<file path="src/rtl/gtcs_pkg.sv">
//  Function
// RULE1 - low period register holds period bits 15:0
// RULE2 - high register bits 6:0 extend period to 23
// RULE3 - slot rate is slow clock over period
// RULE4 - reset period 0x2710: 100 Hz from 1 MHz
// RULE5 - writing control bit 15 restores defaults, halts core
// RULE6 - soft reset leaves host register port working
// RULE7 - clock source field picks internal/external clocks
// RULE8 - pin select 00/01/10 routes pins 0/1/2
// RULE9 - pin select 11 routes pin 3
// RULE10 - slow bit picks 32 kHz or 1 MHz
// RULE11 - period counter restarts on reaching period
package gtcs_pkg;
   localparam logic [15:0] PERIOD_LOW_ADDR  = 16'h000d;
   localparam logic [15:0] PERIOD_HIGH_ADDR = 16'h000e;
   localparam logic [15:0] SYS_CTRL_ADDR    = 16'h000f;
   localparam logic [15:0] PERIOD_LOW_RST   = 16'h2710;
   localparam logic [6:0]  PERIOD_HIGH_RST  = 7'h00;
   localparam int          SOFT_RESTART_POS = 15;
   localparam int          CLK_SRC_LSB      = 8;
   localparam int          PIN_SEL_LSB      = 6;
   localparam int          SLOW_SRC_POS     = 2;
   localparam int          OSC_1M_EN_POS    = 1;
   localparam int          OSC_32K_EN_POS   = 0;
   localparam logic [1:0]  CLK_SRC_RST      = 2'h0;
   localparam logic [1:0]  PIN_SEL_RST      = 2'h0;
   localparam logic [1:0]  SRC_INTERNAL     = 2'h0;
   localparam logic [1:0]  SRC_EXT_LF       = 2'h1;
   localparam logic [1:0]  SRC_EXT_HF       = 2'h2;
   localparam logic [1:0]  SRC_EXT_HF_DIV   = 2'h3;
   localparam int          PIN_32K          = 4;
   localparam int          PIN_1M           = 5;
   localparam int          PIN_HF           = 6;
   localparam logic [7:0]  LF_FROM_HF_DIV   = 8'h20;
   typedef logic [22:0] gtcs_period_t;
endpackage

</file>
<file path="src/rtl/gtcs_slot_if.sv">
`timescale 1ns/100ps
`default_nettype none
interface gtcs_slot_if;
   logic                  lf_tick;
   logic                  halt;
   gtcs_pkg::gtcs_period_t period;
   logic                  slot_start;
   modport ctrl    (output lf_tick, output halt, output period, input slot_start);
   modport counter (input lf_tick, input halt, input period, output slot_start);
endinterface
`default_nettype wire

</file>
<file path="src/rtl/gtcs_period_counter.sv">
`timescale 1ns/100ps
`default_nettype none
module gtcs_period_counter (
   input  wire logic        clock,
   input  wire logic        nrst,
   input  wire logic        ce,
   gtcs_slot_if.counter     slot
);
   gtcs_pkg::gtcs_period_t cnt;
   logic                   start;
   // 24-bit compare so the top count cannot wrap; period 0 behaves as 1
   wire logic last = ({1'b0, cnt} + 24'h000001) >= {1'b0, slot.period};
   wire gtcs_pkg::gtcs_period_t next_cnt =
      slot.halt ? 23'h000000 :
      (slot.lf_tick ? (last ? 23'h000000 : cnt + 23'h000001) : cnt); // RULE11
   wire logic next_start = !slot.halt && slot.lf_tick && last; // RULE3

   always_ff @(posedge clock or negedge nrst) begin
      if (!nrst) begin
         cnt   <= 23'h000000;
         start <= 1'b0;
      end else if (ce) begin
         cnt   <= next_cnt;
         start <= next_start;
      end
   end
   assign slot.slot_start = start;

   slot_wrap_a: assert property (@(posedge clock) disable iff (!nrst) // RULE11
      ce && slot.lf_tick && !slot.halt && last |=> start && cnt == 23'h000000)
      else $error("period counter did not restart at period");
   slot_cause_a: assert property (@(posedge clock) disable iff (!nrst) // RULE3
      $rose(start) |-> $past(slot.lf_tick) && !$past(slot.halt))
      else $error("slot start without slow clock tick");
   halt_clear_a: assert property (@(posedge clock) disable iff (!nrst) // RULE5
      ce && slot.halt |=> cnt == 23'h000000 && !start)
      else $error("halt did not clear the period counter");
   count_step_a: assert property (@(posedge clock) disable iff (!nrst) // RULE11
      ce && slot.lf_tick && !slot.halt && !last |=> cnt == $past(cnt) + 23'h000001)
      else $error("period counter did not advance on tick");
   slot_seen_c: cover property (@(posedge clock) disable iff (!nrst) $rose(start));
endmodule
`default_nettype wire

</file>
<file path="src/rtl/gtcs_top.sv">
`timescale 1ns/100ps
`default_nettype none
module gtcs_top (
   input  wire logic        clock,
   input  wire logic        nrst,
   input  wire logic        ce,
   input  wire logic [15:0] reg_addr,
   input  wire logic [15:0] reg_wdata,
   input  wire logic        reg_wr,
   input  wire logic        reg_rd,
   output logic      [15:0] reg_rdata,
   input  wire logic [3:0]  gpio_in,
   input  wire logic        osc_32k_clk,
   input  wire logic        osc_1m_clk,
   input  wire logic        osc_hf_clk,
   output logic             osc_32k_en,
   output logic             osc_1m_en,
   output logic             hf_external,
   output logic             hf_tick,
   output logic             lf_tick,
   output logic             core_reset,
   output logic             slot_start
);
   logic [15:0] period_count_low_bits;
   logic [6:0]  period_count_high_bits;
   logic [1:0]  clock_source_select;
   logic [1:0]  external_clock_pin_select;
   logic        slow_clock_source_bit;
   logic [6:0]  sync1;
   logic [6:0]  sync2;
   logic [6:0]  sync3;
   logic [7:0]  div_cnt;

   // pins and oscillators are foreign to this clock: two flops before use
   wire logic [6:0] raw_in = {osc_hf_clk, osc_1m_clk, osc_32k_clk, gpio_in};
   wire logic [6:0] rise   = sync2 & ~sync3;

   wire logic wr_low   = reg_wr && (reg_addr == gtcs_pkg::PERIOD_LOW_ADDR);
   wire logic wr_high  = reg_wr && (reg_addr == gtcs_pkg::PERIOD_HIGH_ADDR);
   wire logic wr_ctl   = reg_wr && (reg_addr == gtcs_pkg::SYS_CTRL_ADDR);
   wire logic soft_req = wr_ctl && reg_wdata[gtcs_pkg::SOFT_RESTART_POS]; // RULE5

   wire logic ext_rise = rise[external_clock_pin_select]; // RULE8 RULE9
   wire logic int_lf   = slow_clock_source_bit ? rise[gtcs_pkg::PIN_1M]
                                               : rise[gtcs_pkg::PIN_32K]; // RULE10
   wire logic hf_rise  = clock_source_select[1] ? ext_rise : rise[gtcs_pkg::PIN_HF]; // RULE7
   wire logic div_mode = clock_source_select == gtcs_pkg::SRC_EXT_HF_DIV;
   wire logic div_last = div_cnt == (gtcs_pkg::LF_FROM_HF_DIV - 8'h01);
   wire logic div_tick = div_mode && hf_rise && div_last;
   wire logic [7:0] next_div = (soft_req || !div_mode) ? 8'h00 :
      (hf_rise ? (div_last ? 8'h00 : div_cnt + 8'h01) : div_cnt);
   wire logic next_lf =
      (clock_source_select == gtcs_pkg::SRC_EXT_LF) ? ext_rise :
      (div_mode ? div_tick : int_lf); // RULE7

   wire logic [15:0] ctl_word = {6'h00, clock_source_select, external_clock_pin_select,
                                 3'h0, slow_clock_source_bit, osc_1m_en, osc_32k_en};
   wire logic [15:0] next_rdata =
      (reg_addr == gtcs_pkg::PERIOD_LOW_ADDR)  ? period_count_low_bits :
      (reg_addr == gtcs_pkg::PERIOD_HIGH_ADDR) ? {9'h000, period_count_high_bits} :
      (reg_addr == gtcs_pkg::SYS_CTRL_ADDR)    ? ctl_word : 16'h0000;

   gtcs_slot_if slot_bus ();
   assign slot_bus.lf_tick = lf_tick;
   assign slot_bus.halt    = soft_req; // RULE5
   assign slot_bus.period  = {period_count_high_bits, period_count_low_bits}; // RULE2
   assign slot_start       = slot_bus.slot_start;
   assign hf_external      = clock_source_select[1];

   gtcs_period_counter u_counter (
      .clock (clock),
      .nrst  (nrst),
      .ce    (ce),
      .slot  (slot_bus.counter)
   );

   always_ff @(posedge clock or negedge nrst) begin
      if (!nrst) begin
         sync1 <= 7'h00;
         sync2 <= 7'h00;
         sync3 <= 7'h00;
      end else if (ce) begin
         sync1 <= raw_in;
         sync2 <= sync1;
         sync3 <= sync2;
      end
   end

   // soft reset wins over any field written in the same word
   always_ff @(posedge clock or negedge nrst) begin
      if (!nrst) begin
         period_count_low_bits     <= gtcs_pkg::PERIOD_LOW_RST; // RULE4
         period_count_high_bits    <= gtcs_pkg::PERIOD_HIGH_RST;
         clock_source_select       <= gtcs_pkg::CLK_SRC_RST;
         external_clock_pin_select <= gtcs_pkg::PIN_SEL_RST;
         slow_clock_source_bit     <= 1'b0;
         osc_1m_en                 <= 1'b0;
         osc_32k_en                <= 1'b0;
      end else if (ce && soft_req) begin
         period_count_low_bits     <= gtcs_pkg::PERIOD_LOW_RST; // RULE5 RULE4
         period_count_high_bits    <= gtcs_pkg::PERIOD_HIGH_RST;
         clock_source_select       <= gtcs_pkg::CLK_SRC_RST;
         external_clock_pin_select <= gtcs_pkg::PIN_SEL_RST;
         slow_clock_source_bit     <= 1'b0;
         osc_1m_en                 <= 1'b0;
         osc_32k_en                <= 1'b0;
      end else if (ce) begin
         if (wr_low) begin
            period_count_low_bits <= reg_wdata; // RULE1
         end
         if (wr_high) begin
            period_count_high_bits <= reg_wdata[6:0]; // RULE2
         end
         if (wr_ctl) begin
            clock_source_select       <= reg_wdata[gtcs_pkg::CLK_SRC_LSB +: 2]; // RULE7
            external_clock_pin_select <= reg_wdata[gtcs_pkg::PIN_SEL_LSB +: 2]; // RULE8
            slow_clock_source_bit     <= reg_wdata[gtcs_pkg::SLOW_SRC_POS]; // RULE10
            osc_1m_en                 <= reg_wdata[gtcs_pkg::OSC_1M_EN_POS];
            osc_32k_en                <= reg_wdata[gtcs_pkg::OSC_32K_EN_POS];
         end
      end
   end

   // host port state is outside the soft reset so reads keep answering
   always_ff @(posedge clock or negedge nrst) begin
      if (!nrst) begin
         reg_rdata  <= 16'h0000;
         div_cnt    <= 8'h00;
         lf_tick    <= 1'b0;
         hf_tick    <= 1'b0;
         core_reset <= 1'b0;
      end else if (ce) begin
         if (reg_rd) begin
            reg_rdata <= next_rdata; // RULE6
         end
         div_cnt    <= next_div;
         lf_tick    <= next_lf;
         hf_tick    <= hf_rise;
         core_reset <= soft_req;
      end
   end

   soft_default_a: assert property (@(posedge clock) disable iff (!nrst) // RULE5
      ce && soft_req |=> {period_count_high_bits, period_count_low_bits} == 23'h002710
         && clock_source_select == 2'h0 && core_reset)
      else $error("soft reset did not restore defaults");
   host_alive_a: assert property (@(posedge clock) disable iff (!nrst) // RULE6
      ce && soft_req && reg_rd && reg_addr == 16'h000f |=> reg_rdata == $past(ctl_word))
      else $error("read lost during soft reset");
   pin_route_a: assert property (@(posedge clock) disable iff (!nrst) // RULE9
      ce && clock_source_select == 2'h1 && external_clock_pin_select == 2'h3
         |=> lf_tick == $past(sync2[3] && !sync3[3]))
      else $error("external slow clock not taken from pin 3");
   slow_pick_a: assert property (@(posedge clock) disable iff (!nrst) // RULE10
      ce && clock_source_select == 2'h0 && slow_clock_source_bit
         |=> lf_tick == $past(rise[5]))
      else $error("1 MHz source not selected");
   div_tick_a: assert property (@(posedge clock) disable iff (!nrst) // RULE7
      ce && div_mode && hf_rise && div_cnt == 8'h1f |=> lf_tick && div_cnt == 8'h00)
      else $error("derived slow clock divider wrong");
   low_write_a: assert property (@(posedge clock) disable iff (!nrst) // RULE1
      ce && wr_low && !soft_req ##1 ce && reg_rd && reg_addr == 16'h000d
         |=> reg_rdata == $past(reg_wdata, 2))
      else $error("lower period readback mismatch");
   ce_freeze_a: assert property (@(posedge clock) disable iff (!nrst) // RULE1 RULE2
      !ce |=> $stable({period_count_high_bits, period_count_low_bits}))
      else $error("period changed while clock enable low");
   hf_route_a: assert property (@(posedge clock) disable iff (!nrst) // RULE7
      ce && clock_source_select[1] |=> hf_tick == $past(ext_rise))
      else $error("external fast clock not routed");
   div_clear_a: assert property (@(posedge clock) disable iff (!nrst) // RULE5
      ce && soft_req |=> div_cnt == 8'h00)
      else $error("soft reset did not clear the divider");
   high_field_a: assert property (@(posedge clock) disable iff (!nrst) // RULE2
      ce && reg_rd && reg_addr == gtcs_pkg::PERIOD_HIGH_ADDR |=> reg_rdata[15:7] == 9'h000)
      else $error("reserved upper period bits not zero");
   soft_c: cover property (@(posedge clock) disable iff (!nrst) ce && soft_req);
   ext_lf_c: cover property (@(posedge clock) disable iff (!nrst)
      clock_source_select == 2'h1 && lf_tick);
   div_c: cover property (@(posedge clock) disable iff (!nrst) div_tick);
endmodule
`default_nettype wire

</file>
<file path="config.mk">
export PLATFORM = sky130hd
export DESIGN_NAME = gtcs_top
export DESIGN_NICKNAME = d
export VERILOG_FILES = /design/src/rtl/gtcs_pkg.sv /design/src/rtl/gtcs_slot_if.sv /design/src/rtl/gtcs_period_counter.sv /design/src/rtl/gtcs_top.sv
export SDC_FILE = /design/constraint.sdc
export NUM_CORES = 1
export LEC_CHECK = 0
export BUFFER_PORTS_ARGS = -buffer_cell sky130_fd_sc_hd__buf_2
export CAP_MARGIN = 20
export CORE_MARGIN = 5
export CORE_UTILIZATION = 55
export DETAILED_ROUTE_END_ITERATION = 7
export PLACE_DENSITY = 0.76
export SETUP_SLACK_MARGIN = 0.5
export SYNTH_ARGS = -nofsm -noshare
export SYNTH_HDL_FRONTEND = slang
export SYNTH_SLANG_ARGS = --single-unit
</file>
<file path="constraint.sdc">
create_clock -name clock -period 4.1 [get_ports clock]
set_input_delay 0.82 -clock clock [delete_from_list [all_inputs] [get_ports clock]]
set_output_delay 0.82 -clock clock [all_outputs]
set_load 0.01 [all_outputs]
</file>
# After elaboration in Yosys (flattened, before gate mapping)
# Cells that the tools add are included.
# word_totals
inputBits	44
out_inout_bits	23
register_bits	102
word_cells	90
# classes
reduce_logical	24
n_bitwise	2
eq_ne	6
n_mux	36
addsub	3
order_cmp	2
# ops
operator	count
$mux 23	3
$mux 16	4
$eq 16x4->1 const B	3
$add 23x1->24 const B	1
$ge 24x23->1	1
$mux 8	3
$add 23x1->23 const B	1
$mux 7	3
$mux 10	2
$mux 1	14
$mux 2	6
$reduce_and 2->1	6
$reduce_bool 2->1	6
$logic_and 1x1->1	9
$add 8x1->8 const B	1
$eq 8x5->1 const B	1
$and 7x7->7	1
$not 7->7	1
$lt 2x4->1 const B	1
$bmux 1 s2	1
$eq 2x1->1 const B	1
$eq 2x2->1 const B	1
$logic_not 1->1	2
$logic_or 1x1->1	1

# Logic depth before layout (Yosys ltp)
# Gate-level depths: netlist of run 1.
# depth
ltp_word	9
mapped_depth	14
ltp_nobuf	13

# Hierarchy
# A second synthesis of run 1 with hierarchy kept.
# unflattened
cells_unflattened	598
area_unflattened_um2	5701.7
# by_module_without_submodules
module	seq_area_each_um2	cells_each	instances	area_per_inst_um2
gtcs_top	1958.1	351	1	3608.5
gtcs_period_counter	600.6	247	1	2093.3

# Worst setup path before layout of run 1
# No wires, ideal clock.
# synth_path
kind	register to register
from	register u_counter.cnt[0]
to	register u_counter.cnt[10]
setup_ns	0.068
t_arrival_ns	2.989
path_stages_with_launch	15
required_time_ns	4.032
n_path_buf	1
period_less_slack_ns	3.057
path_slack_ns	1.043
cell_sequence	dfrtp_1 -> ha_1 -> nand2_1 -> nor4_1 -> and2_1 -> nand2_1 -> xnor2_1 -> ha_1 -> nand3_1 -> a21oi_1 -> a2111oi_0 -> nor3_1 -> a31oi_1 -> clkbuf_1 -> a32o_1
# synth_via
elab_chain_cells	5
elab_cells_between_ends	6
cone_classes	add/sub (2); order compare (1); mux (3)
# synth_rtl
item	line	source
start, declared	gtcs_period_counter.sv:9	gtcs_pkg::gtcs_period_t cnt;
start signal, assigned	gtcs_period_counter.sv:23	cnt <= next_cnt;
$add 23x1->24	gtcs_period_counter.sv:12	wire logic last = ({1'b0, cnt} + 24'h000001) >= {1'b0, slot.period};
$ge 24x23->1	gtcs_period_counter.sv:12	
$mux 23 * (2 in a row)	gtcs_period_counter.sv:15	(slot.lf_tick ? (last ? 23'h000000 : cnt + 23'h000001) : cnt);
$mux 23 *	gtcs_period_counter.sv:14	slot.halt ? 23'h000000 :
# Every way passes the cells marked *; elsewhere a longest branch is shown, timed or not. The select of a mux whose other input is x is not followed.
# A chain may end at the register's enable or synchronous reset.

# Worst setup path after layout of run 1
# layout_path
from	register u_counter.cnt[2]
to	register u_counter.start (netlist: u_counter.slot.slot_start)
# layout_via
elab_chain_cells	3
# layout_rtl
item	line	source
$add 23x1->24	gtcs_period_counter.sv:12	
$ge 24x23->1	gtcs_period_counter.sv:12	
$logic_and 1x1->1	gtcs_period_counter.sv:16	wire logic next_start = !slot.halt && slot.lf_tick && last;
end signal, assigned	gtcs_period_counter.sv:24	start <= next_start;
end, declared	gtcs_period_counter.sv:10	logic start;
# Every way passes these cells.

==> reports/metrics.cfg, run 1 <==
[run_status]
status=finished clean

[timing]
maxSlewViolCount=0
hold_ws_ns=0.486
finClkSkew_ns=0.0105
period_needed_ns=3.36
worstMarginPinSlew_ns=0.925
rsz0062_at_grt=false
fin_ws_ns=0.735
hold_violations=0
tns_ns=0
fmax_ghz=0.297
final-setup-viol-count=0
timing.slew.headroom_pct=38.3
min_period_over_period_pct=82.1

[pwr]
swShare_pct=27.8
power_frac_comb_pct=14.5
power.leakage_uw=0.00277
power.total_uw=2050
p_clk_share_pct=31.4
powerDensity_nw_per_um2=336
p_sw_uw=570
peakVddDrop_mv=0.205
internal-power_uw=1480
p_seq_share_pct=54.1

[global_route]
track_usage_pct=22.7
grt_max_degree=71
overflow=0
antenna_found_initial=0
grt_pass1_wl_microns=20800
grt_pass1_vias=4247

[final_layout]
n_antenna_cell=0
utilization_pct=63.0
nNetsFinal=665
drive_above_1_share_pct=23.5
synthToLayoutAreaGrowth_pct=12.8

[cts]
clk_latency_ns=0.38
clockBufferDepth=2
h-tree-depth=3
clk_pin_slew_ns=0.10
clock-sinks=102
cts_tree=done
numCtsBuffers=9
cts_hold_buf=0
cts-root-buf=clkbuf_8

[synth]
synth_top_area_cell=dfrtp_1
synthesis.area_sq_um=5410
yosysTopAreaCellShare_pct=44.9
synth_commonest_cells=dfrtp_1 (97), nand2_1 (78), o21ai_0 (41)
synth_seq_area_share_pct=47.3
ys_seq_elements=102
yosysWarnings=0
syn-num-nets=600
synthCells=531
avgSynthCellArea_sq_um=10.2
synthArstFlopShare_pct=100
synth_edf_count=0
synth_flop_cell=dfrtp_1
synth_cell_type_count=55
synth_area_leaders=dfrtp_1 (45%), ha_1 (5.8%), nand2_1 (5.4%)
synth.most_common_cell=dfrtp_1

[die]
io_pins=67
die-area_sq_um=11900
die_x_microns=109
num_rows=36
core_region_area_sq_um=9680
start_util_pct=55.9
die_height_microns=109

[worst_setup_path]
cp.arrival_ns=3.62
cp-start-kind=register
rr_startpoint=u_counter.cnt[2]
required_ns=4.36
crit_slowest_cell=nor4_4
worstSetupPathType=reg2reg
crit_start=u_counter.cnt[2]
r2r_end=u_counter.slot.slot_start
setup.worst_path.end=u_counter.slot.slot_start
path_common_cell=nand3_1
cp_max_fo=5
max_stage_delay_ns=0.53
worstPathCellList=nand3_1, nor4_4, nand4_1, xnor2_1, ha_1, nand3_1, o22ai_1, a311o_2, a31oi_1, nor2b_1, o2bb2ai_1
endpoint_kind=register
r2r_cells=11
r2r_setup_slack_ns=0.74

[placed_design]
dp_hpwl_microns=9290
dp_slack_ns=0.497
place_congestion=0.897
port-buffer-count=66

[drt]
post_drt_wl_per_cell_microns=17.0
vias=4279
drt-pass1-iter-count=6
drtIter0Drc=387
post-route-drc-count=0
drtAntennaViolNets=0
routed_via_density=5.83
wirelength_microns=12500

[min_path]
hold_class=reg2reg

[flow_run]
drv_cap=0

[critical path: cells and delay by family, from the launching register on]
family          cells  cell delay, ns
compound gates      4            0.94
xor+xnor            1            0.23
fa+ha+maj           1            0.29
flops               1            0.44
simple gates        5            1.35
[per-layer routing]
metal  track usage (%)  routed length [microns]
met3              4.62                      872
met1              32.1                     5770
met2              34.2                     5570
met4              9.08                      300
met5                 0                        0
[sequential cells by signal, indices dropped and copies added (netlist names), 2 cells and up]
register	cells
period_count_high_bits	7
period_count_low_bits	16
external_clock_pin_select	2
div_cnt	8
sync2	7
clock_source_select	2
sync3	7
reg_rdata	16
sync1	7
u_counter.cnt	23
[power groups by stage]
stage | combinational (uW) | sequential, uW | clock, uW
2_1_floorplan | 193 | 1120 | 0
3_3_place_gp | 285 | 1120 | 0
3_5_place_dp | 296 | 1130 | 0
4_1_cts | 297 | 1110 | 664
5_1_grt | 337 | 1120 | 707
6_report | 296 | 1110 | 645
[metrics by stage]
stage,instances,cell area [sq um]
after detailed placement,718,5870
final,734,6100
after floorplan,531,5410
after global routing,734,6100
after CTS,734,6070
after global placement,718,5870
[how the worst min path moves through the flow]
stage | from | endpoint | slack [ns] | cells after the start
floorplan | div_cnt[7] | div_cnt[7] | 0.44 | 1
global placement | reg_rdata[2] | reg_rdata[2] | 0.46 | 2
detailed placement | reg_rdata[15] | reg_rdata[15] | 0.47 | 2
CTS | reg_rdata[15] | reg_rdata[15] | 0.49 | 2
global route | div_cnt[7] | div_cnt[7] | 0.51 | 1
finish | reg_rdata[15] | reg_rdata[15] | 0.49 | 2
[layout make-up]
| class | instances | area [sq um] |
|---|---|---|
| clock buffers | 9 | 124 |
| clock inverters | 7 | 72.6 |
| fillers | 812 | 3580 |
| inverters | 27 | 101 |
| multi-input cells | 381 | 2670 |
| flip-flops and latches | 102 | 2560 |
| well taps | 133 | 166 |
| repair buffers | 75 | 404 |
[repair_timing]
action	CTS	global route
pin swaps	0	1
setup endpoints to repair	20	23
gates resized for setup	1	6
buffers inserted	0	0
[cells by family after synthesis]
logic type / synth area share (%)
fa+ha+maj: 5.78
simple gates: 17.6
mux: 6.50
xor+xnor: 3.40
flops: 47.3
buf+inv: 3.84
compound gates: 15.6
[cell usage in the layout, fill, tap and decap left out, drive strengths merged, types with 20 or more instances in the layout]
cell / synthesis / routed
a21oi: 22 / 22
buf: 9 / 75
ha: 25 / 25
nor2: 32 / 32
a32o: 20 / 20
dfrtp: 97 / 97
inv: 27 / 29
mux2: 21 / 21
o21ai: 46 / 46
nand2: 78 / 78
Power figures use the tool's default switching activity.
==> run 2, diff against run 1 <==
--- a/config.mk
+++ b/config.mk
@@ -5,6 +5,7 @@
 export SDC_FILE = /design/constraint.sdc
 export NUM_CORES = 1
 export LEC_CHECK = 0
+export ABC_AREA = 1
 export BUFFER_PORTS_ARGS = -buffer_cell sky130_fd_sc_hd__buf_2
 export CAP_MARGIN = 20
 export CORE_MARGIN = 5
==> constraint.sdc (replaced) <==
create_clock -name clock -period 3.2 [get_ports clock]
set_input_delay 0.64 -clock clock [delete_from_list [all_inputs] [get_ports clock]]
set_output_delay 0.64 -clock clock [all_outputs]
set_load 0.01 [all_outputs]
==> reports/metrics.cfg, run 2 <==
[die]
num_rows=38
die_height_microns=115
start_util_pct=55.8
core_region_area_sq_um=10800
io_pins=67
die_x_microns=115
die-area_sq_um=13100

[final_layout]
drive_above_1_share_pct=24.3
final_cells=1036
layout_commonest_cell=nand2_1
largest_reg_flops=23
nNetsFinal=961
nFillCells=868
regMostFlops=u_counter.cnt
reg.largest.list=u_counter.cnt: 23 flops, period_count_low_bits: 16 flops, reg_rdata: 16 flops
n_antenna_cell=0
synthToLayoutAreaGrowth_pct=18.0
utilization_pct=65.8
seq_area_sq_um=2570
multi_input_area_sq_um=3190
layout_common_cells=nand2_1 (255), inv_1 (101), dfrtp_1 (87), buf_2 (65), nor2_1 (58)

[global_route]
grt_max_degree=65
track_usage_pct=23.4
overflow=0
antenna_found_initial=0
grt_pass1_wl_microns=24700
grt_pass1_vias=5196

[cts]
clockBufferDepth=2
cts_hold_buf=0
cts-root-buf=clkbuf_8
h-tree-depth=3
clock-sinks=102
cts_tree=done
numCtsBuffers=9
clk_pin_slew_ns=0.10
clk_latency_ns=0.37

[timing]
hold_violations=0
rsz0062_at_grt=true
period_needed_ns=2.72
maxSlewViolCount=0
worstMarginPinSlew_ns=1.00
finClkSkew_ns=0.0119
fmax_ghz=0.367
timing.slew.headroom_pct=33.0
min_period_over_period_pct=85.1
final-setup-viol-count=0
hold_ws_ns=0.347
tns_ns=0

[synth]
synth_area_leaders=dfrtp_1 (40%), nand2_1 (17%), inv_1 (6.4%)
synth_top_area_cell=dfrtp_1
ys_seq_elements=102
yosysWarnings=0
syn-num-nets=874
synth.most_common_cell=nand2_1
synth_seq_area_share_pct=42.5
yosysTopAreaCellShare_pct=40.3
synthesis.area_sq_um=6020
synth_flop_cell=dfrtp_1
synth_commonest_cells=nand2_1 (270), inv_1 (103), dfrtp_1 (97)
synthArstFlopShare_pct=100
avgSynthCellArea_sq_um=7.47
synth_cell_type_count=45
synth_edf_count=0
synthCells=805

[worst_setup_path]
crit_family=simple AND/OR/NAND/NOR gates
cp-start-kind=register
crit_start=u_counter.cnt[4]
max_stage_delay_ns=0.43
crit_slowest_cell=dfrtp_1
worstSetupPathDepth=15
rr_startpoint=u_counter.cnt[4]
cp.buffers_inverters=1
worstSetupPathType=reg2reg
path_common_cell=nand2_1
r2r_end=u_counter.cnt[14]
r2r_cells=15
r2r_setup_slack_ns=0.48
cp_max_fo=6
endpoint_kind=register
worstPathCellList=nand2_1, nor2_4, nand2_2, nor2_2, nand2_1, xor2_2, inv_1, ha_1, nand2_1, nor3_2, nand3_1, nor2_4, nand2_4, nand3_2, nand2_1
setup.worst_path.end=u_counter.cnt[14]
required_ns=3.46
cp.arrival_ns=2.99

[drt]
wirelength_microns=16300
post_drt_wl_per_cell_microns=15.7
drtIter0Drc=659
drtAntennaViolNets=0
vias=5777
drt-pass1-iter-count=8
post-route-drc-count=0
routed_via_density=5.58

[pwr]
powerDensity_nw_per_um2=376
internal-power_uw=1900
p_sw_uw=770
power.leakage_uw=0.00386
power_frac_comb_pct=17.0
peakVddDrop_mv=0.195
swShare_pct=28.8
p_clk_share_pct=30.4
p_seq_share_pct=52.6

[flow_run]
drv_cap=0

[placed_design]
port-buffer-count=66
dp.cells=994
place_congestion=0.918
dp_hpwl_microns=11000

[run_status]
status=finished clean

[min_path]
hold_class=in2async

## run 2: cell count changes after synthesis, moves of 12 or more
| cell | before | now |
|---|---|---|
| a32o_1 | 20 | 0 |
| mux2_2 | 21 | 0 |
| nor2_1 | 27 | 74 |
| inv_1 | 27 | 103 |
| nand2_1 | 78 | 270 |
| a21oi_1 | 22 | 10 |
| nand3_1 | 15 | 63 |
## run 2: cells by family after synthesis
group | share of synthesized area, %
flops | 42.5
xor+xnor | 2.18
fa+ha+maj | 5.20
simple gates | 33.1
buf+inv | 9.34
compound gates | 7.61
## run 2: worst min path at each step
stage	from	end	slack (ns)	depth (start not counted)
detailed placement	sync1[2]	sync1[2]	0.46	2
global placement	sync1[6]	sync1[6]	0.46	2
global route	nrst	sync1[3]	0.42	1
CTS	nrst	sync1[0]	0.37	1
floorplan	nrst	clock_source_select[0]	0.34	0
finish	nrst	sync2[3]	0.35	1
## run 2: per-stage QoR
step           worst slack (ns)  cell area (sq um)  total power (uW)
2_1_floorplan             0.659               6020              1630
3_3_place_gp              0.259               6410              1740
3_5_place_dp              0.234               6410              1750
4_1_cts                   0.498               6650              2600
5_1_grt                   0.334               7100              2790
6_report                  0.476               7100              2670
## run 2: layer usage
| layer | part of all wire (%) | global-route usage [%] | routed length, microns | vias up |
|---|---|---|---|---|
| met4 | 3.3 | 7.60 | 535 | 0 |
| met2 | 47 | 38.1 | 7590 | 323 |
| met5 | 0 | 0 | 0 | - |
| met3 | 8.9 | 3.65 | 1450 | 60 |
| met1 | 41 | 32.1 | 6710 | 2688 |
| li1 | - | - | - | 2706 |
## run 2: what timing repair did
| item | CTS | global route |
|---|---|---|
| setup endpoints to repair | 24 | 24 |
| gates resized for setup | 7 | 77 |
| pin swaps | 1 | 25 |
| cloned | 1 | 4 |
| setup buffers | 2 | 20 |
## run 2: power by group through the flow
stage / Combinational (uW) / Sequential, uW / Clock, uW
floorplan: 216 / 1410 / 0
global placement: 317 / 1420 / 0
detailed placement: 328 / 1430 / 0
CTS: 369 / 1400 / 829
global route: 508 / 1410 / 870
finish: 453 / 1410 / 814
## run 2: final cells by class
type / count / share of cell area [%]
Timing Repair Buffer: 92 / 7.43
Clock buffer: 10 / 1.80
Multi-Input combinational cell: 576 / 44.9
Sequential cell: 102 / 36.2
Clock inverter: 5 / 0.846
Timing Repair inverter: 2 / 0.352
Tap cell: 140 / 2.47
Inverter: 109 / 5.97
## run 2: worst reg2reg max path: stages, from the launching register on
cell	delay (ns)
dfrtp_1	0.43
nand2_1	0.14
nor2_4	0.17
nand2_2	0.11
nor2_2	0.14
nand2_1	0.11
xor2_2	0.16
inv_1	0.07
ha_1	0.27
nand2_1	0.10
nor3_2	0.19
nand3_1	0.14
nor2_4	0.27
nand2_4	0.16
nand3_2	0.11
nand2_1	0.05
==> run 3, diff against run 2 <==
--- a/config.mk
+++ b/config.mk
@@ -6,7 +6,7 @@
 export NUM_CORES = 1
 export LEC_CHECK = 0
 export ABC_AREA = 1
-export BUFFER_PORTS_ARGS = -buffer_cell sky130_fd_sc_hd__buf_2
+export BUFFER_PORTS_ARGS = -buffer_cell sky130_fd_sc_hd__buf_4
 export CAP_MARGIN = 20
 export CORE_MARGIN = 5
 export CORE_UTILIZATION = 55
==> reports/metrics.cfg, run 3 (synthesis results as in run 2) <==
[timing]
hold_violations=0
tns_ns=0
rsz0062_at_grt=true
final-setup-viol-count=0
finClkSkew_ns=0.00948
timing.slew.headroom_pct=36.0
fmax_ghz=0.375
min_period_over_period_pct=83.2
period_needed_ns=2.66
hold_ws_ns=0.364
maxSlewViolCount=0
worstMarginPinSlew_ns=0.960

[worst_setup_path]
cp_max_fo=6
endpoint_kind=register
worstSetupPathType=reg2reg
cp.buffers_inverters=2
rr_startpoint=u_counter.cnt[2]
crit_family=simple AND/OR/NAND/NOR gates
max_stage_delay_ns=0.45
cp.arrival_ns=2.94
r2r_end=u_counter.cnt[15]
worstPathCellList=nand2_2, nor2_4, nand2_1, nor2_2, nand2_1, xor2_2, inv_1, ha_1, nand2_1, nor3_1, nand3_1, nor2_4, buf_12, nand2_8, nand3_1, nand2_1
r2r_setup_slack_ns=0.54
path_common_cell=nand2_1
r2r_cells=16
cp-start-kind=register
required_ns=3.48
crit_slowest_cell=dfrtp_1

[global_route]
track_usage_pct=23.7
grt_max_degree=68
antenna_found_initial=0
grt_pass1_vias=5103
grt_pass1_wl_microns=24900
overflow=0

[final_layout]
n_antenna_cell=0
reg.largest.list=u_counter.cnt: 23 flops, period_count_low_bits: 16 flops, reg_rdata: 16 flops
synthToLayoutAreaGrowth_pct=19.1
largest_reg_flops=23
layout_common_cells=nand2_1 (263), inv_1 (102), dfrtp_1 (89), buf_4 (81), nor2_1 (62)
drive_above_1_share_pct=21.4
design_area_sq_um=7170
nNetsFinal=951
layout_commonest_cell=nand2_1
regMostFlops=u_counter.cnt

[placed_design]
port-buffer-count=66
place_congestion=0.941
placedInstanceArea_sq_um=6590
dp_hpwl_microns=10800

[pwr]
peakVddDrop_mv=0.196
powerDensity_nw_per_um2=363
power.total_uw=2600
power.leakage_uw=0.00380

[cts]
numCtsBuffers=9
clk_pin_slew_ns=0.09
clockBufferDepth=2
clk_latency_ns=0.39
clock-sinks=102
cts-root-buf=clkbuf_8
cts_tree=done
h-tree-depth=3

[die]
die_height_microns=115
die-area_sq_um=13100
core_region_area_sq_um=10800
io_pins=67
start_util_pct=55.8
num_rows=38
die_x_microns=115

[drt]
post_drt_wl_per_cell_microns=15.1
wl_met2_microns=7390
drtIter0Drc=608
wl_met3_microns=1200
met1_length_microns=6590
drtAntennaViolNets=0
post-route-drc-count=0
drt-pass1-iter-count=8
vias=5520
top_layer_used=met4
wirelength_microns=15500
routed_via_density=5.37

[flow_run]
drv_cap=0

[min_path]
hold_class=in2async

[run_status]
status=finished clean

-- run 3: layout make-up --
class | count | area, sq um
Clock buffer | 11 | 151
Clock inverter | 5 | 31.3
Fill cell | 916 | 3630
Inverter | 109 | 422
Multi-Input combinational cell | 576 | 3160
Sequential cell | 102 | 2570
Tap cell | 140 | 175
Timing Repair Buffer | 83 | 648
Timing Repair inverter | 1 | 11.3
-- run 3: how the worst max path moves through the flow --
stage	from	end	depth (start not counted)
global route	u_counter.cnt[19]	u_counter.cnt[15]	16
floorplan	u_counter.cnt[0]	u_counter.cnt[4]	17
finish	u_counter.cnt[2]	u_counter.cnt[15]	16
CTS	u_counter.cnt[0]	u_counter.slot.slot_start	20
detailed placement	u_counter.cnt[0]	u_counter.cnt[16]	15
global placement	u_counter.cnt[0]	u_counter.cnt[16]	13
-- run 3: per-stage QoR --
step           cells  setup slack [ns]  utilization, %
2_1_floorplan    805             0.659               -
3_3_place_gp     995             0.264            61.1
3_5_place_dp     995             0.241            61.1
5_1_grt         1027             0.378            66.4
4_1_cts         1012             0.506            63.1
6_report        1027             0.537            66.4
-- run 3: per-layer routing --
metal | up-vias | GRT usage [%]
met2 | 237 | 38.0
li1 | 2688 | -
met3 | 23 | 3.65
met1 | 2572 | 32.9
met5 | - | 0
met4 | 0 | 7.92
-- run 3: timing repair --
action,4_1_cts,5_1_grt
gates resized for setup,6,59
cloned,1,3
buffers inserted,0,12
pin swaps,1,13
hold endpoints to repair,0,0
endpoints found under the setup margin,24,24
hold buffers,0,0
-- run 3: power by group --
part / internal [uW] / switching (uW) / leakage (uW) / total (uW)
combinational: 172 / 240 / 0.00244 / 411
sequential: 1350 / 63.5 / 0.00127 / 1410
clock: 324 / 452 / 0.0000955 / 776
total: 1840 / 756 / 0.00380 / 2600
